## src/logic/wwd_pkg.sv

```systemverilog
package wwd_pkg;

    // Byte addresses of the register words
    localparam logic [15:0] ADDR_POWER_ENABLE = 16'h0800;
    localparam logic [15:0] ADDR_DEBUG_CONTROL = 16'h1018;
    localparam logic [15:0] ADDR_STATIC_CONFIG = 16'h1100;
    localparam logic [15:0] ADDR_DYNAMIC_CONFIG = 16'h1104;
    localparam logic [15:0] ADDR_COUNTER_RESTART = 16'h1108;
    localparam logic [15:0] ADDR_STATUS = 16'h110C;
    localparam logic [15:0] ADDR_LOW_POWER_CTRL = 16'h1110;

    // Keys
    localparam logic [7:0] KEY_POWER_ENABLE = 8'h26;
    localparam logic [7:0] KEY_STATIC = 8'hC9;
    localparam logic [7:0] KEY_DYNAMIC = 8'hBE;
    localparam logic [31:0] RESTART_VALUE = 32'h0000_00A7;

    // Static config field positions
    localparam int TICK_DIV_LSB = 0;
    localparam int PERIOD_SEL_LSB = 4;
    localparam int WIN_A_LSB = 8;
    localparam int WIN_B_LSB = 12;
    localparam int MODE_BIT = 16;
    localparam int STOP_LP_BIT = 17;
    localparam int KEY_LSB = 24;
    // Dynamic config, status, debug, power and low-power bits
    localparam int WIN_CHOICE_BIT = 0;
    localparam int RUN_BIT = 0;
    localparam int FREE_BIT = 0;
    localparam int POWER_BIT = 0;
    localparam int LOW_POWER_BIT = 0;

    // Reset values
    localparam logic [2:0] TICK_DIV_RESET = 3'h3;
    localparam logic [2:0] PERIOD_SEL_RESET = 3'h0;
    localparam logic [2:0] WINDOW_RESET = 3'h0;
    localparam logic [24:0] COUNT_RESET = 25'h000_0000;
    localparam logic [31:0] UNMAPPED_READ = 32'h0000_0000;

    // Low-frequency clock time figure and the restart settle delay
    localparam int LF_PERIOD_NS = 30518;
    localparam int LF_SYNC_DELAY_NS = 30518;
    localparam int CLK_PERIOD_NS = 25;
    localparam int SYNC_DELAY_CYCLES = LF_SYNC_DELAY_NS / CLK_PERIOD_NS;

    typedef struct packed {
        logic stop_lp;
        logic mode;
        logic [2:0] win_b;
        logic [2:0] win_a;
        logic [2:0] period_sel;
        logic [2:0] tick_div;
    } wwd_static_type;

    typedef enum logic {
        WWD_MODE_WATCHDOG,
        WWD_MODE_INTERVAL
    } wwd_mode_type;

endpackage : wwd_pkg

```

## src/logic/wwd_window_watchdog.sv

```systemverilog
`timescale 1ns/1ps
// Functional notes
// [RULE1] Software powers the block on through power_enable_reg before configuring it.
// [RULE2] Config accesses are 32-bit; writes carry key C9 or BE in top byte.
// [RULE3] Bad key or narrow write to config raises a violation; enabled interval mode gives an interrupt instead for dynamic config.
// [RULE4] Key byte of config registers always reads zero.
// [RULE5] Reset leaves watchdog disabled, counter cleared and stopped.
// [RULE6] First keyed static write loads all static fields and starts counting.
// [RULE7] Static write after enabling raises a violation.
// [RULE8] Status running flag is set while counter is active.
// [RULE9] Mode bit clear selects watchdog, set selects interval timer.
// [RULE10] Software restarts counter in open window with value A7.
// [RULE11] Reset or accepted restart counts again from zero.
// [RULE12] Violation on expiry, closed-window restart, or wrong restart value.
// [RULE13] Interval mode pulses interrupt at each period expiry, no restart needed.
// [RULE14] Tick is low-frequency clock divided by divider field plus one.
// [RULE15] Counter is 25 bits; period is divider times period count.
// [RULE16] Period select codes give 2^25,21,18,15,12,10,8,6 ticks.
// [RULE17] Start or restart may wait one low-frequency cycle before counting.
// [RULE18] Two closed windows held; window choice selects the active one.
// [RULE19] Window codes give closed share 0 to 87.5 percent of period.
// [RULE20] Software keeps window choice stable four slow cycles after restart.
// [RULE21] Stop bit set freezes counter in low power; clear keeps counting.
// [RULE22] Debug halt stops counter unless run-through bit is set.
// [RULE23] Interval mode also interrupts on a wrong config key.
// [RULE24] Violation goes to the system controller as a signal.
// [RULE25] Violation is a single main-clock pulse.
module wwd_window_watchdog (
    input wire logic clk_i,
    input wire logic rst_i,
    input wire logic wb_cyc_i,
    input wire logic wb_stb_i,
    input wire logic wb_we_i,
    input wire logic [15:0] wb_adr_i,
    input wire logic [3:0] wb_sel_i,
    input wire logic [31:0] wb_dat_i,
    output logic [31:0] wb_dat_o,
    output logic wb_ack_o,
    input wire logic low_freq_clock_i,
    input wire logic debug_halt_i,
    output logic violation_o,
    output logic interval_irq_o
);
    import wwd_pkg::*;

    ////////////////////////////////////////////////////////////////////////
    // Last count value of a select code (period count minus one), in ticks
    function automatic logic [24:0] period_last(input logic [2:0] sel);
        logic [25:0] n;
        n = 26'h000_0000;
        unique case (sel)
            3'h0: n = 26'h200_0000;
            3'h1: n = 26'h020_0000;
            3'h2: n = 26'h004_0000;
            3'h3: n = 26'h000_8000;
            3'h4: n = 26'h000_1000;
            3'h5: n = 26'h000_0400;
            3'h6: n = 26'h000_0100;
            3'h7: n = 26'h000_0040;
        endcase
        return 25'(n - 26'h000_0001); // [RULE16]
    endfunction : period_last

    // Closed-window end in ticks, share of the period in sixteenths
    function automatic logic [24:0] closed_end(input logic [2:0] sel, input logic [2:0] win);
        logic [29:0] full;
        logic [4:0] sixteenths;
        full = 30'(period_last(sel)) + 30'h0000_0001;
        sixteenths = 5'h00;
        unique case (win)
            3'h0: sixteenths = 5'd0;
            3'h1: sixteenths = 5'd2;
            3'h2: sixteenths = 5'd3;
            3'h3: sixteenths = 5'd4;
            3'h4: sixteenths = 5'd8;
            3'h5: sixteenths = 5'd12;
            3'h6: sixteenths = 5'd13;
            3'h7: sixteenths = 5'd14;
        endcase
        return 25'((full >> 4) * 30'(sixteenths)); // [RULE19]
    endfunction : closed_end

    ////////////////////////////////////////////////////////////////////////
    // Bus decode; every access answers in one cycle
    logic access;
    logic wr;
    logic full_word;
    logic key_ok_static;
    logic key_ok_dynamic;
    assign access = wb_cyc_i && wb_stb_i && !wb_ack_o;
    assign wr = access && wb_we_i;
    assign full_word = (wb_sel_i == 4'hF); // [RULE2]
    assign key_ok_static = wb_dat_i[31:KEY_LSB] == KEY_STATIC;
    assign key_ok_dynamic = wb_dat_i[31:KEY_LSB] == KEY_DYNAMIC;

    logic power_q;
    logic free_q;
    logic low_power_q;
    logic enabled_q;
    logic win_choice_q;
    wwd_static_type cfg_q;
    logic [24:0] count_q;
    logic settle_q;

    logic wr_static;
    logic wr_dynamic;
    logic wr_restart;
    assign wr_static = wr && power_q && wb_adr_i == ADDR_STATIC_CONFIG;
    assign wr_dynamic = wr && power_q && wb_adr_i == ADDR_DYNAMIC_CONFIG;
    assign wr_restart = wr && power_q && wb_adr_i == ADDR_COUNTER_RESTART;

    logic bad_key;
    logic static_load;
    assign bad_key = (wr_static && !(full_word && key_ok_static))
        || (wr_dynamic && !(full_word && key_ok_dynamic)); // [RULE3]
    assign static_load = wr_static && full_word && key_ok_static && !enabled_q; // [RULE6]

    ////////////////////////////////////////////////////////////////////////
    // Low-frequency tick: two-flop sync then edge detect
    logic lf_meta_q;
    logic lf_sync_q;
    logic lf_prev_q;
    logic lf_edge;
    always_ff @(posedge clk_i) begin
        if (rst_i) begin
            lf_meta_q <= 1'b0;
            lf_sync_q <= 1'b0;
            lf_prev_q <= 1'b0;
        end else begin
            lf_meta_q <= low_freq_clock_i;
            lf_sync_q <= lf_meta_q;
            lf_prev_q <= lf_sync_q;
        end
    end
    assign lf_edge = lf_sync_q && !lf_prev_q; // [RULE14]

    logic [2:0] div_q;
    logic tick;
    logic hold;
    // Freezing holds the divider too, so a resume keeps phase
    assign hold = (low_power_q && cfg_q.stop_lp) || (debug_halt_i && !free_q); // [RULE21] [RULE22]
    assign tick = lf_edge && !hold && div_q == cfg_q.tick_div; // [RULE14]

    ////////////////////////////////////////////////////////////////////////
    // Restart handling; settle waits for the next slow edge
    logic restart_ok;
    logic restart_bad;
    logic closed_now;
    logic [24:0] win_end;
    assign win_end = closed_end(cfg_q.period_sel,
        win_choice_q ? cfg_q.win_b : cfg_q.win_a); // [RULE18]
    assign closed_now = !settle_q && count_q < win_end;
    assign restart_ok = wr_restart && enabled_q && full_word
        && wb_dat_i == RESTART_VALUE && !closed_now && cfg_q.mode == WWD_MODE_WATCHDOG;
    assign restart_bad = wr_restart && enabled_q && cfg_q.mode == WWD_MODE_WATCHDOG
        && !restart_ok; // [RULE12]

    logic expire;
    assign expire = enabled_q && !settle_q && tick && count_q == period_last(cfg_q.period_sel);

    always_ff @(posedge clk_i) begin
        if (rst_i) begin
            div_q <= 3'h0;
            count_q <= COUNT_RESET; // [RULE5]
            settle_q <= 1'b0;
        end else if (static_load || restart_ok) begin
            div_q <= 3'h0;
            count_q <= COUNT_RESET; // [RULE11]
            settle_q <= 1'b1; // [RULE17]
        end else if (settle_q) begin
            if (lf_edge) begin
                settle_q <= 1'b0;
            end
        end else if (enabled_q && lf_edge && !hold) begin
            div_q <= tick ? 3'h0 : div_q + 3'h1;
            if (tick) begin
                // Interval mode wraps and keeps running
                count_q <= expire ? COUNT_RESET : count_q + 25'h000_0001; // [RULE13] [RULE15]
            end
        end
    end

    ////////////////////////////////////////////////////////////////////////
    // Configuration registers
    always_ff @(posedge clk_i) begin
        if (rst_i) begin
            enabled_q <= 1'b0; // [RULE5]
            cfg_q <= '{stop_lp: 1'b0, mode: WWD_MODE_WATCHDOG, win_b: WINDOW_RESET,
                       win_a: WINDOW_RESET, period_sel: PERIOD_SEL_RESET,
                       tick_div: TICK_DIV_RESET}; // [RULE9]
        end else if (static_load) begin
            enabled_q <= 1'b1;
            cfg_q.tick_div <= wb_dat_i[TICK_DIV_LSB +: 3];
            cfg_q.period_sel <= wb_dat_i[PERIOD_SEL_LSB +: 3];
            cfg_q.win_a <= wb_dat_i[WIN_A_LSB +: 3];
            cfg_q.win_b <= wb_dat_i[WIN_B_LSB +: 3];
            cfg_q.mode <= wb_dat_i[MODE_BIT]; // [RULE9]
            cfg_q.stop_lp <= wb_dat_i[STOP_LP_BIT];
        end
    end

    always_ff @(posedge clk_i) begin
        if (rst_i) begin
            win_choice_q <= 1'b0;
        end else if (wr_dynamic && full_word && key_ok_dynamic) begin
            win_choice_q <= wb_dat_i[WIN_CHOICE_BIT]; // [RULE18]
        end
    end

    // Power, debug and low-power controls; power needs its own key
    always_ff @(posedge clk_i) begin
        if (rst_i) begin
            power_q <= 1'b0;
            free_q <= 1'b0;
            low_power_q <= 1'b0;
        end else if (wr && full_word) begin
            if (wb_adr_i == ADDR_POWER_ENABLE && wb_dat_i[31:KEY_LSB] == KEY_POWER_ENABLE) begin
                power_q <= wb_dat_i[POWER_BIT]; // [RULE1]
            end
            if (wb_adr_i == ADDR_DEBUG_CONTROL) begin
                free_q <= wb_dat_i[FREE_BIT]; // [RULE22]
            end
            if (wb_adr_i == ADDR_LOW_POWER_CTRL) begin
                low_power_q <= wb_dat_i[LOW_POWER_BIT]; // [RULE21]
            end
        end
    end

    ////////////////////////////////////////////////////////////////////////
    // Violation and interrupt pulses, one cycle each
    logic viol_cause;
    logic irq_cause;
    logic static_relock;
    assign static_relock = wr_static && enabled_q; // [RULE7]
    assign viol_cause = (static_relock || bad_key || restart_bad
        || (expire && cfg_q.mode == WWD_MODE_WATCHDOG))
        && !(cfg_q.mode == WWD_MODE_INTERVAL && enabled_q
        && bad_key && !static_relock); // [RULE12]
    assign irq_cause = cfg_q.mode == WWD_MODE_INTERVAL && enabled_q
        && (expire || bad_key); // [RULE13] [RULE23]

    always_ff @(posedge clk_i) begin
        if (rst_i) begin
            violation_o <= 1'b0;
            interval_irq_o <= 1'b0;
        end else begin
            violation_o <= viol_cause; // [RULE24] [RULE25]
            interval_irq_o <= irq_cause;
        end
    end

    ////////////////////////////////////////////////////////////////////////
    // Read data and ack
    always_ff @(posedge clk_i) begin
        if (rst_i) begin
            wb_ack_o <= 1'b0;
            wb_dat_o <= UNMAPPED_READ;
        end else begin
            wb_ack_o <= access;
            wb_dat_o <= UNMAPPED_READ;
            if (access && !wb_we_i) begin
                unique case (wb_adr_i)
                    ADDR_POWER_ENABLE: wb_dat_o[POWER_BIT] <= power_q;
                    ADDR_DEBUG_CONTROL: wb_dat_o[FREE_BIT] <= free_q;
                    ADDR_LOW_POWER_CTRL: wb_dat_o[LOW_POWER_BIT] <= low_power_q;
                    // Key byte stays zero
                    ADDR_STATIC_CONFIG: begin
                        wb_dat_o[TICK_DIV_LSB +: 3] <= cfg_q.tick_div; // [RULE4]
                        wb_dat_o[PERIOD_SEL_LSB +: 3] <= cfg_q.period_sel;
                        wb_dat_o[WIN_A_LSB +: 3] <= cfg_q.win_a;
                        wb_dat_o[WIN_B_LSB +: 3] <= cfg_q.win_b;
                        wb_dat_o[MODE_BIT] <= cfg_q.mode;
                        wb_dat_o[STOP_LP_BIT] <= cfg_q.stop_lp;
                    end
                    ADDR_DYNAMIC_CONFIG: wb_dat_o[WIN_CHOICE_BIT] <= win_choice_q; // [RULE4]
                    ADDR_STATUS: wb_dat_o[RUN_BIT] <= enabled_q; // [RULE8]
                    default: wb_dat_o <= UNMAPPED_READ;
                endcase
            end
        end
    end
endmodule : wwd_window_watchdog

```

## config.mk

```make
export PLATFORM = sky130hd
export DESIGN_NAME = wwd_window_watchdog
export DESIGN_NICKNAME = d
export VERILOG_FILES = /design/src/logic/wwd_pkg.sv /design/src/logic/wwd_window_watchdog.sv
export SDC_FILE = /design/constraint.sdc
export NUM_CORES = 1
export LEC_CHECK = 0
export ABC_AREA = 1
export BUFFER_PORTS_ARGS = -buffer_cell sky130_fd_sc_hd__buf_4
export CAP_MARGIN = 15
export CORE_MARGIN = 5
export CORE_UTILIZATION = 45
export DETAILED_ROUTE_END_ITERATION = 8
export SLEW_MARGIN = 5
export SYNTH_ARGS = -nofsm -noshare
export SYNTH_HDL_FRONTEND = slang
export SYNTH_SLANG_ARGS = --single-unit
```

## constraint.sdc

```tcl
create_clock -name clk_i -period 13.5 [get_ports clk_i]
set_input_delay 1.35 -clock clk_i [delete_from_list [all_inputs] [get_ports clk_i]]
set_output_delay 1.35 -clock clk_i [all_outputs]
set_load 0.01 [all_outputs]
```

[After elaboration in Yosys (flattened, before gate mapping)]
Memory sizes are Yosys's and may differ from the RTL's. A register that Yosys moved wholly into a read port is not among the register bits.
Cells that the tools add are included.
Operators by class
  $add $sub $neg: 5
  $mul: 1
  $lt $le $gt $ge: 1
  equality and inequality tests: 14
  multiplexer cells: 11
  bitwise gates (word level): 4
  reductions and logical operators: 72
Operator list (count)
  == test 16 x 13 -> 1 bit (second input constant): 6
  subtractor 25 x 1 -> 25 bit (second input constant): 2
  logical AND 1 bit: 44
  == test 32 x 8 -> 1 bit (second input constant): 1
  adder 25 x 1 -> 26 bit (second input constant): 1
  adder 25 x 1 -> 25 bit (second input constant): 1
  == test 25 bit: 1
  less-than comparator 25 bit: 1
  multiplier 22 x 5 -> 25 bit: 1
  two-way mux 25 bit: 1
  two-way mux 3 bit: 6
  == test 16 x 12 -> 1 bit (second input constant): 1
  == test 8 bit (second input constant): 2
  logical NOT 1 bit: 13
  == test 8 x 6 -> 1 bit (second input constant): 1
  AND reduction 2 bit: 4
  logical OR 1 bit: 7
  case mux 1 bit (6 select lines): 1
  == test 4 bit (second input constant): 1
  inverter 1 bit: 4
  OR reduction 2 bit: 2
  adder 3 x 1 -> 3 bit (second input constant): 1
  == test 3 bit: 1
  two-way mux 1 bit: 3
  2 further kinds: 2
Storage, ports and cells
  bits in registers: 86
  bits in read-only memories: 160
  bits of input ports: 59
  memories: 3
Memory list
  (no name shown): depth 8, bits a word 8, rd ports 1, clocked after Yosys merged registers in 1, write ports 0, line wwd_window_watchdog.sv:51  | unique case (sel)
  (no name shown): depth 8, bits a word 8, rd ports 1, clocked after Yosys merged registers in 1, write ports 0, line wwd_window_watchdog.sv:51
  (no name shown): depth 8, bits a word 4, rd ports 1, clocked after Yosys merged registers in 0, write ports 0, line wwd_window_watchdog.sv:70  | unique case (win)

[Depth between registers and ports, before layout]
Gate-level depths: netlist of run 1.
  depth in word-level cells: 15
  gate-level depth with buffers: 40

[Worst setup path after synthesis of run 1]
Ideal clock, no wire load.
  path kind: reg-to-reg
  from: reg (tool-made name)
  to: reg count_q[10]
  library setup time: 119 ps
  arrival time: 5887 ps
  required time: 13381 ps
  setup slack: 7494 ps
  cell stages (with the launch flop): 38
  period minus slack after synthesis: 6006 ps
  path through: dfxtp_1 > inv_2 > ha_1 > ha_1 > inv_1 > nand3_2 > nor2_2 > nand2_2 > nor2_2 > nand2_1 > or2_4 > o21ai_2 > nor2_1 > ha_1 > fa_1 > inv_1 > fa_1 > inv_1 > [... 2 more ...] > nor3_1 > and2_1 > nand3_1 > o211ai_1 > xnor2_1 > ha_1 > nand2_1 > nor2_1 > nand2_1 > nor3b_1 > nand2_1 > nand3_1 > nand2_1 > nand3_1 > inv_1 > nand2_4 > buf_8 > nor2_2
RTL lines
  end signal, assigned: line wwd_window_watchdog.sv:178  | count_q <= expire ? COUNT_RESET : count_q + 25'h000_0001;
  end, declared: line wwd_window_watchdog.sv:102  | logic [24:0] count_q;

==> flow_metrics.env, run 1 <==
export IMPL_yosysWarnings=0
export IMPL_die_w_microns=140.3
export IMPL_synth_seq_cells=75
export IMPL_cts_resized=0
export IMPL_post_cts_buffers=0
export IMPL_firstDrtPassIters=5
export IMPL_rsz0062_at_grt="false"
export IMPL_clock_skew_ns=0.005216
export IMPL_final_cell_mix="216 x nand2_1, 198 x inv_1, 177 x nor2_1"
export IMPL_r2r_end="count_q[20]"
export IMPL_dieArea_sq_um=19670
export IMPL_max_clock_freq_mhz=139.7
export IMPL_clockBufferDepth=2
export IMPL_cts_tree="yes"
export IMPL_cts_hold_buf=0
export IMPL_antenna_found_initial=0
export IMPL_grt_pass1_wl_mm=33.02
export IMPL_path_clk_slew_ns=0.06
export IMPL_swShare_pct=20.35
export IMPL_gr_usage_all_layers_pct=20.40
export IMPL_synth_edf_count=0
export IMPL_setup_tns_ns=0
export IMPL_gp_congestion=0.8868
export IMPL_die_h_microns=140.3
export IMPL_power_internal_uw=400.3
export IMPL_cts_root_buf="clkbuf_16"
export IMPL_hold_depth=2
export IMPL_reg2reg_setup_slack_ns=6.34
export IMPL_hold_viol=0
export IMPL_final_cells=1425
export IMPL_worst_slack_ns=6.342
export IMPL_tightest_slew_ns=0.7771
export IMPL_critical_path_required_ns=13.77
export IMPL_crit_path_frequent_cell="nand2_1"
export IMPL_min_to="lf_sync_q"
export IMPL_switching_power_uw=102.3
export IMPL_p_leak_uw=0.004291
export IMPL_layout_commonest_cell="nand2_1"
export IMPL_drt_initial_drc_count=383
export IMPL_rows=47
export IMPL_min_period_ns=7.158
export IMPL_p_clk_share_pct=50.3
export IMPL_worstSetupPathType="flip-flop to flip-flop"
export IMPL_yosysSeqAreaShare_pct=19.66
export IMPL_synthCells=1127
export IMPL_grt_met2_usage_pct=31.78
export IMPL_grt_busiest_layer="met2"
export IMPL_area_growth_pct=13.34
export IMPL_syn_area_sq_um=7636
export IMPL_dpl_worst_slack_ns=6.342
export IMPL_comb_power_share_pct=5.5
export IMPL_drive_gt1_share_pct=13.11
export IMPL_antenna_cells=0
export IMPL_grt_pass1_vias=6753
export IMPL_use_met3_pct=3.067
export IMPL_path_max_fanout=14
export IMPL_drc=0
export IMPL_slowest_stage="fa_1"
export IMPL_fillCellCount=1753
export IMPL_wirelength_mm=19.46
export IMPL_worstHoldPathType="flip-flop to flip-flop"
export IMPL_p_per_area_nw_per_um2=58.07
export IMPL_ys_types=52
export IMPL_synth_top_flop_cell="dfxtp_1"
export IMPL_io_buffer_count=75
export IMPL_start_util_pct=45.88
export IMPL_status="finished, final reports clean"
export IMPL_clk_latency_ns=0.34
export IMPL_slew_violations=0
export IMPL_start_kind="flip-flop"
export IMPL_vdd_ir_drop_max_uv=64.07
export IMPL_grt_max_degree=26
export IMPL_post_route_period_util_pct=53.03
export IMPL_nNetsFinal=1369
export IMPL_vias_per_cell=4.884
export IMPL_async_flop_share_pct=0
export IMPL_cts_sinks=75
export IMPL_p_seq_share_pct=44.2
export IMPL_cap_violations=0
export IMPL_r2r_cells=36
export IMPL_crit_arrival_ns=7.43
export IMPL_numCtsBuffers=9
export IMPL_overflow=0
export IMPL_ant_nets=0
export IMPL_io_pin_count=94
export IMPL_grtUsageMet1_pct=29.83
export IMPL_maxSlewHeadroom_pct=47.65
export IMPL_fp_coreArea_sq_um=16640
export IMPL_finalSetupViolations=0
export IMPL_end_kind="flip-flop"
export IMPL_routedWlPerCell_microns=13.66
export IMPL_cts_max_level=3
export IMPL_place_inst=1410
export IMPL_hpwlAfterDp_mm=16.37
export IMPL_fin_util_pct=52.00
export IMPL_cpPeakStageDelay_ns=0.53
export IMPL_min_from="lf_meta_q"
export IMPL_avgSynthCellArea_sq_um=6.776
export IMPL_routed_via_count=6960
==> critical path, delay by kind of cell, from the launching register on <==
family | cells | cell delay [ns]
adders and majority gates | 7 | 2.76
and+or+nand+nor | 19 | 2.59
buffers and inverters | 6 | 0.76
AOI/OAI and AO/OA | 3 | 0.43
DFF | 1 | 0.35
xor gates and xnor gates | 1 | 0.18
==> cell usage after synthesis (8+ instances only) <==
library cell / n / area (sq um)
nand2_1: 216 / 810.8
inv_1: 198 / 743.2
nor2_1: 177 / 664.4
ha_1: 77 / 963.4
dfxtp_1: 75 / 1501
nand3_1: 55 / 275.3
a21oi_1: 46 / 230.2
fa_1: 32 / 640.6
o21ai_0: 31 / 155.2
xor2_1: 26 / 227.7
nor2_2: 21 / 131.4
nor3_1: 20 / 100.1
buf_4: 18 / 135.1
xnor2_1: 18 / 157.7
nand4_1: 15 / 93.84
a211oi_1: 9 / 67.56
nand2_2: 8 / 50.05
nor4_1: 8 / 50.05
==> logic make-up (layout without fill, tap and decap cells) <==
logic type | after synthesis | after routing | synth area share, %
AO/OA/AOI/OAI | 108 | 108 | 8.258
XOR/XNOR | 44 | 44 | 5.047
buffers and inverters | 236 | 297 | 12.91
flip-flops | 75 | 75 | 19.66
adder cells (fa/ha/maj) | 109 | 109 | 21.01
AND/OR/NAND/NOR | 554 | 554 | 33.07
other | 1 | 18 | 0.04911
==> final cells by class <==
| type | instances | area (sq um) | area share [%] |
|---|---|---|---|
| timing repair buffer | 76 | 570.5 | 6.592 |
| tap | 220 | 275.3 | 3.181 |
| clock buffer | 10 | 239.0 | 2.761 |
| multi-input combinational | 833 | 5213 | 60.23 |
| sequential | 75 | 1501 | 17.35 |
| inverter | 206 | 778.2 | 8.992 |
| clock inverter | 5 | 77.57 | 0.8963 |
==> state kept, by name, indices dropped and copies added (netlist names), 3 cells and up, named ones only <==
name	flops
count_q	25
div_q	3
wb_dat_o	14
cfg_q	14
==> routing by layer <==
metal | up-vias | part of all wire (%)
met5 | - | 0
met4 | 0 | 1.2
met3 | 22 | 5.3
met2 | 132 | 44
met1 | 3159 | 49
li1 | 3647 | -
==> worst max path at each step <==
stage,from,end,slack [ns],cells after the start
final,flip-flop,count_q[20],6.34,36
after global routing,flip-flop,count_q[20],5.65,36
after CTS,flip-flop,count_q[18],6.33,36
after detailed placement,flip-flop,count_q[18],6.34,36
after global placement,flip-flop,count_q[19],6.46,35
after floorplan,flip-flop,count_q[10],7.49,37
==> power by group through the flow <==
stage | Sequential [uW] | Combinational, uW | Clock (uW)
after floorplan | 227 | 14.8 | 0
after global placement | 227 | 27.4 | 0
after detailed placement | 227 | 27.7 | 0
after CTS | 222 | 27.7 | 261
after global routing | 222 | 30.8 | 268
final | 222 | 27.8 | 253
==> through the flow <==
| stage | total power [uW] | hold slack [ns] | instance area (sq um) |
|---|---|---|---|
| 6_report | 502.5 | 0.4041 | 8655 |
| 5_1_grt | 520.8 | 0.4320 | 8655 |
| 4_1_cts | 510.5 | 0.4108 | 8655 |
| 3_5_place_dp | 254.5 | 0.4021 | 8338 |
| 3_3_place_gp | 254.3 | 0.3970 | 8338 |
| 2_1_floorplan | 241.7 | 0.3883 | 7700 |
Note: power is estimated with default switching activity, not from simulation.
==> run 2: changes to the inputs <==
--- a/config.mk
+++ b/config.mk
@@ -11,6 +11,7 @@
 export CORE_MARGIN = 5
 export CORE_UTILIZATION = 45
 export DETAILED_ROUTE_END_ITERATION = 8
+export PLACE_DENSITY = 0.67
 export SLEW_MARGIN = 5
 export SYNTH_ARGS = -nofsm -noshare
 export SYNTH_HDL_FRONTEND = slang
==> constraint.sdc (replaced) <==
create_clock -name clk_i -period 5.9 [get_ports clk_i]
set_input_delay 0.59 -clock clk_i [delete_from_list [all_inputs] [get_ports clk_i]]
set_output_delay 0.59 -clock clk_i [all_outputs]
set_load 0.01 [all_outputs]
==> run 2 against run 1 <==
- via count is 7.4% higher
- combinational power grew to 2.6 times the previous value
- largest power group unchanged
- clock power is 150% higher
- critical endpoint is now count_q[0]
- critical path type unchanged
- clock skew is 0.0021 ns higher
- register-to-register slack worse by 6.2 ns
- largest cell class unchanged
- sequential power is 130% higher
==> flow_metrics.env, run 2 (synthesized netlist as in run 1, its figures left out) <==
export IMPL_status="finished, final reports clean"
export IMPL_crit_arrival_ns=6.00
export IMPL_vdd_ir_drop_max_uv=161.2
export IMPL_routedWlPerCell_microns=13.83
export IMPL_clock_skew_ns=0.007319
export IMPL_multi_input_area_sq_um=5690
export IMPL_start_util_pct=45.88
export IMPL_r2r_end="count_q[0]"
export IMPL_drive_gt1_share_pct=25.86
export IMPL_r2r_cells=37
export IMPL_end_kind="flip-flop"
export IMPL_io_pin_count=94
export IMPL_final_area_sq_um=9952
export IMPL_gr_usage_all_layers_pct=21.39
export IMPL_cts_root_buf="clkbuf_16"
export IMPL_hpwlAfterDp_mm=17.27
export IMPL_reg2reg_setup_slack_ns=0.14
export IMPL_fp_coreArea_sq_um=16640
export IMPL_max_clock_freq_mhz=173.6
export IMPL_fin_util_pct=59.80
export IMPL_placed_area_sq_um=9061
export IMPL_die_w_microns=140.3
export IMPL_grt_pass1_wl_mm=34.62
export IMPL_cts_tree="yes"
export IMPL_critical_path_required_ns=6.14
export IMPL_grt_pass1_vias=7267
export IMPL_ant_nets=0
export IMPL_dpl_worst_slack_ns=-0.1996
export IMPL_path_max_fanout=5
export IMPL_worstSetupPathType="flip-flop to flip-flop"
export IMPL_antenna_cells=0
export IMPL_min_from="lf_meta_q"
export IMPL_nNetsFinal=1467
export IMPL_crit_path_frequent_cell="nand2_2"
export IMPL_overflow=0
export IMPL_grt_max_degree=26
export IMPL_drt_initial_drc_count=341
export IMPL_max_flop_register="count_q"
export IMPL_cts_hold_buf=0
export IMPL_largest_reg_flops=25
export IMPL_rows=47
export IMPL_start_kind="flip-flop"
export IMPL_p_per_area_nw_per_um2=121.5
export IMPL_vias_per_cell=4.909
export IMPL_path_clk_slew_ns=0.06
export IMPL_cts_sinks=75
export IMPL_gp_congestion=0.9052
export IMPL_layout_commonest_cell="nand2_1"
export IMPL_slowest_stage="fa_1"
export IMPL_clockBufferDepth=2
export IMPL_finalSetupViolations=0
export IMPL_min_to="lf_sync_q"
export IMPL_antenna_found_initial=0
export IMPL_die_h_microns=140.3
export IMPL_cap_violations=0
export IMPL_dieArea_sq_um=19670
export IMPL_io_buffer_count=75
export IMPL_cts_max_level=3
export IMPL_seq_area_sq_um=1506
export IMPL_worst_slack_ns=0.1385
export IMPL_slew_violations=0
export IMPL_final_cell_mix="207 x nand2_1, 189 x inv_1, 166 x buf_4"
export IMPL_clk_latency_ns=0.35
export IMPL_numCtsBuffers=9
export IMPL_drc=0
export IMPL_hold_depth=2
export IMPL_min_period_ns=5.761
export IMPL_cpPeakStageDelay_ns=0.50
export IMPL_hold_ws_ns=0.4044
export IMPL_reg_top3="count_q (25), cfg_q (14), wb_dat_o (14)"
export IMPL_area_growth_pct=30.33
export IMPL_rsz0062_at_grt="true"
export IMPL_post_route_period_util_pct=97.65
export IMPL_p_leak_uw=0.004847
export IMPL_wirelength_mm=21.06
export IMPL_routed_via_count=7476
export IMPL_hold_viol=0
export IMPL_fillCellCount=1499
export IMPL_firstDrtPassIters=5
export IMPL_worstHoldPathType="flip-flop to flip-flop"
-- run 2: power breakdown --
group / internal (uW) / switching [uW] / total [uW]
logic: 35.6 / 37.6 / 73.2
clock network: 412 / 216 / 628
registers: 507 / 0.428 / 508
total: 955 / 254 / 1210
-- run 2: cell type report --
class,count,area share [%]
multi-input combinational,834,57.18
sequential,75,15.14
timing repair buffer,173,13.58
inverter,206,7.921
tap,220,2.766
clock buffer,9,2.263
clock inverter,6,1.157
-- run 2: worst max path at each step --
| stage | start | end | cells after the start |
|---|---|---|---|
| after global routing | flip-flop | count_q[0] | 37 |
| after global placement | flip-flop | count_q[19] | 35 |
| after floorplan | flip-flop | count_q[10] | 37 |
| final | flip-flop | count_q[0] | 37 |
| after CTS | win_choice_q | div_q[0] | 26 |
| after detailed placement | flip-flop | count_q[17] | 36 |
-- run 2: per-stage QoR --
step                      instances  power [uW]  setup TNS, ns
after CTS                      1521        1212              0
after global placement         1503       582.6         -1.009
after detailed placement       1503       583.4         -3.582
after floorplan                1144       553.0              0
after global routing           1523        1251         -3.324
final                          1523        1209              0
-- run 2: metal layers --
| layer | track usage, % | vias to the layer above | routed length, microns |
|---|---|---|---|
| li1 | - | 3846 | - |
| met2 | 34.02 | 138 | 9679 |
| met1 | 30.17 | 3463 | 10040 |
| met3 | 3.238 | 29 | 836 |
| met4 | 6.017 | 0 | 499 |
| met5 | 0 | - | 0 |
-- run 2: worst max-delay path, delay by kind of cell, from the launching register on --
kind,cells,cell delay (ns)
AO/OA/AOI/OAI,2,0.35
XOR/XNOR,1,0.11
adder cells (fa/ha/maj),7,2.31
buffers and inverters,6,0.40
flip-flops,1,0.34
AND/OR/NAND/NOR,21,2.15
-- run 2: what timing repair did --
action	4_1_cts	5_1_grt
setup buffers	2	1
pin swaps	9	52
gates cloned	1	1
gates resized for setup	22	98
endpoints found under the setup margin	30	30
==> run 3: changes to the inputs <==
--- a/config.mk
+++ b/config.mk
@@ -11,6 +11,7 @@
 export CORE_MARGIN = 5
 export CORE_UTILIZATION = 45
 export DETAILED_ROUTE_END_ITERATION = 8
+export MAX_ROUTING_LAYER = met4
 export PLACE_DENSITY = 0.67
 export SLEW_MARGIN = 5
 export SYNTH_ARGS = -nofsm -noshare
==> run 3 against run 2 <==
- sequential power barely moved
- critical path type unchanged
- final area rose by 0.70%
- sequential share of layout area shrank 0.081 points
- global-route usage grew 0.89 points
- critical endpoint unchanged
- via count grew 1.5%
- critical path depth did not move
- wire length is 3.7% higher
- non-clock buffer count is 3 higher
- clock skew up 0.0029 ns
- total power is 3.3% lower
- clock-buffer cell count did not move
- register-to-register slack lost 0.07 ns
==> flow_metrics.env, run 3 (synthesized netlist as in run 1, its figures left out) <==
export IMPL_path_max_fanout=5
export IMPL_crit_path_frequent_cell="nand2_2"
export IMPL_numCtsBuffers=9
export IMPL_start_util_pct=45.88
export IMPL_r2r_cells=37
export IMPL_min_to="lf_sync_q"
export IMPL_rsz0062_at_grt="true"
export IMPL_setup_tns_ns=0
export IMPL_gp_congestion=0.9515
export IMPL_finalSetupViolations=0
export IMPL_vdd_ir_drop_max_uv=197.6
export IMPL_cts_max_level=3
export IMPL_cpPeakStageDelay_ns=0.53
export IMPL_status="finished, final reports clean"
export IMPL_worstHoldPathType="flip-flop to flip-flop"
export IMPL_max_flop_register="count_q"
export IMPL_routedWlPerCell_microns=14.31
export IMPL_final_cell_mix="203 x nand2_1, 185 x inv_1, 168 x buf_4"
export IMPL_reg_top3="count_q (25), cfg_q (14), wb_dat_o (14)"
export IMPL_reg2reg_setup_slack_ns=0.07
export IMPL_grt_pass1_wl_mm=35.14
export IMPL_rows=47
export IMPL_drc=0
export IMPL_antenna_cells=0
export IMPL_start_kind="flip-flop"
export IMPL_critical_path_required_ns=6.13
export IMPL_hold_depth=2
export IMPL_p_leak_uw=0.004873
export IMPL_fin_util_pct=60.22
export IMPL_layout_commonest_cell="nand2_1"
export IMPL_firstDrtPassIters=5
export IMPL_drt_initial_drc_count=469
export IMPL_path_depth=37
export IMPL_fillCellCount=1560
export IMPL_hold_ws_ns=0.4138
export IMPL_grt_max_degree=26
export IMPL_area_growth_pct=31.25
export IMPL_clk_latency_ns=0.34
export IMPL_io_buffer_count=75
export IMPL_cts_tree="yes"
export IMPL_slowest_stage="fa_1"
export IMPL_die_h_microns=140.3
export IMPL_hold_viol=0
export IMPL_min_from="lf_meta_q"
export IMPL_largest_reg_flops=25
export IMPL_slew_violations=0
export IMPL_end_kind="flip-flop"
export IMPL_p_per_area_nw_per_um2=116.7
export IMPL_worstSetupPathType="flip-flop to flip-flop"
export IMPL_nNetsFinal=1470
export IMPL_seq_area_sq_um=1509
export IMPL_routed_via_count=7588
export IMPL_vias_per_cell=4.972
export IMPL_clockBufferDepth=2
export IMPL_gr_usage_all_layers_pct=22.28
export IMPL_io_pin_count=94
export IMPL_cts_root_buf="clkbuf_16"
export IMPL_path_clk_slew_ns=0.06
export IMPL_cp_top_family="simple AND/OR/NAND/NOR gates"
export IMPL_antenna_found_initial=0
export IMPL_r2r_end="count_q[0]"
export IMPL_cts_sinks=75
export IMPL_fp_coreArea_sq_um=16640
export IMPL_crit_arrival_ns=6.07
export IMPL_die_w_microns=140.3
export IMPL_clock_skew_ns=0.01017
export IMPL_cap_violations=0
export IMPL_post_route_period_util_pct=98.88
export IMPL_hpwlAfterDp_mm=17.36
export IMPL_overflow=0
export IMPL_dieArea_sq_um=19670
export IMPL_max_clock_freq_mhz=171.4
export IMPL_crit_buf_inv=6
export IMPL_min_period_ns=5.834
export IMPL_multi_input_area_sq_um=5757
export IMPL_grt_pass1_vias=7388
export IMPL_ant_nets=0
export IMPL_wirelength_mm=21.83
export IMPL_drive_gt1_share_pct=27.18
-- run 3: what timing repair did --
item	in CTS	in global routing
gates resized for setup	24	116
hold buffers	0	0
gates cloned	1	1
pin swaps	11	57
endpoints found under the setup margin	30	30
hold endpoints to repair	0	0
setup buffers	3	4
-- run 3: tightest hold or removal path: stages, from the launching register on --
cell and delay, ns:
dfxtp_1 0.29, inv_1 0.05, nor2_1 0.03
-- run 3: worst max-delay path by stage --
stage / start / end / slack (ns)
after CTS: flip-flop / div_q[0] / 0.02
after global placement: flip-flop / count_q[18] / -0.14
after floorplan: flip-flop / count_q[10] / 0.02
after global routing: flip-flop / count_q[11] / -0.22
final: flip-flop / count_q[0] / 0.07
after detailed placement: flip-flop / count_q[19] / -0.31
-- run 3: stage by stage --
step	setup slack [ns]	total power, uW	instances	instance area (sq um)
floorplan	0.02147	553.0	1144	7712
global placement	-0.1421	582.4	1502	9054
detailed placement	-0.3089	583.7	1502	9054
CTS	0.01612	1171	1521	9505
global route	-0.2190	1203	1526	10020
finish	0.06595	1169	1526	10020
-- run 3: routing by layer --
layer	part of all wire (%)	routed length [microns]	GRT usage, %	vias to the layer above
li1	-	-	-	3858
met3	4.3	944	3.033	37
met4	2.1	456	5.558	0
met1	46	10130	30.07	3526
met2	47	10300	35.43	167
met5	0	0	-	-
-- run 3: cell type report --
type	instances	share of cell area (%)
well taps	220	2.747
clock inverters	6	0.8989
clock buffers	9	2.247
repair buffers	176	13.75
flip-flops and latches	75	15.06
multi-input cells	834	57.44
inverters	206	7.865
-- run 3: power by group --
part	leakage, uW	switching [uW]	internal (uW)
registers	0.000607	0.576	507
logic	0.00411	36.9	35.3
clock network	0.000152	221	369
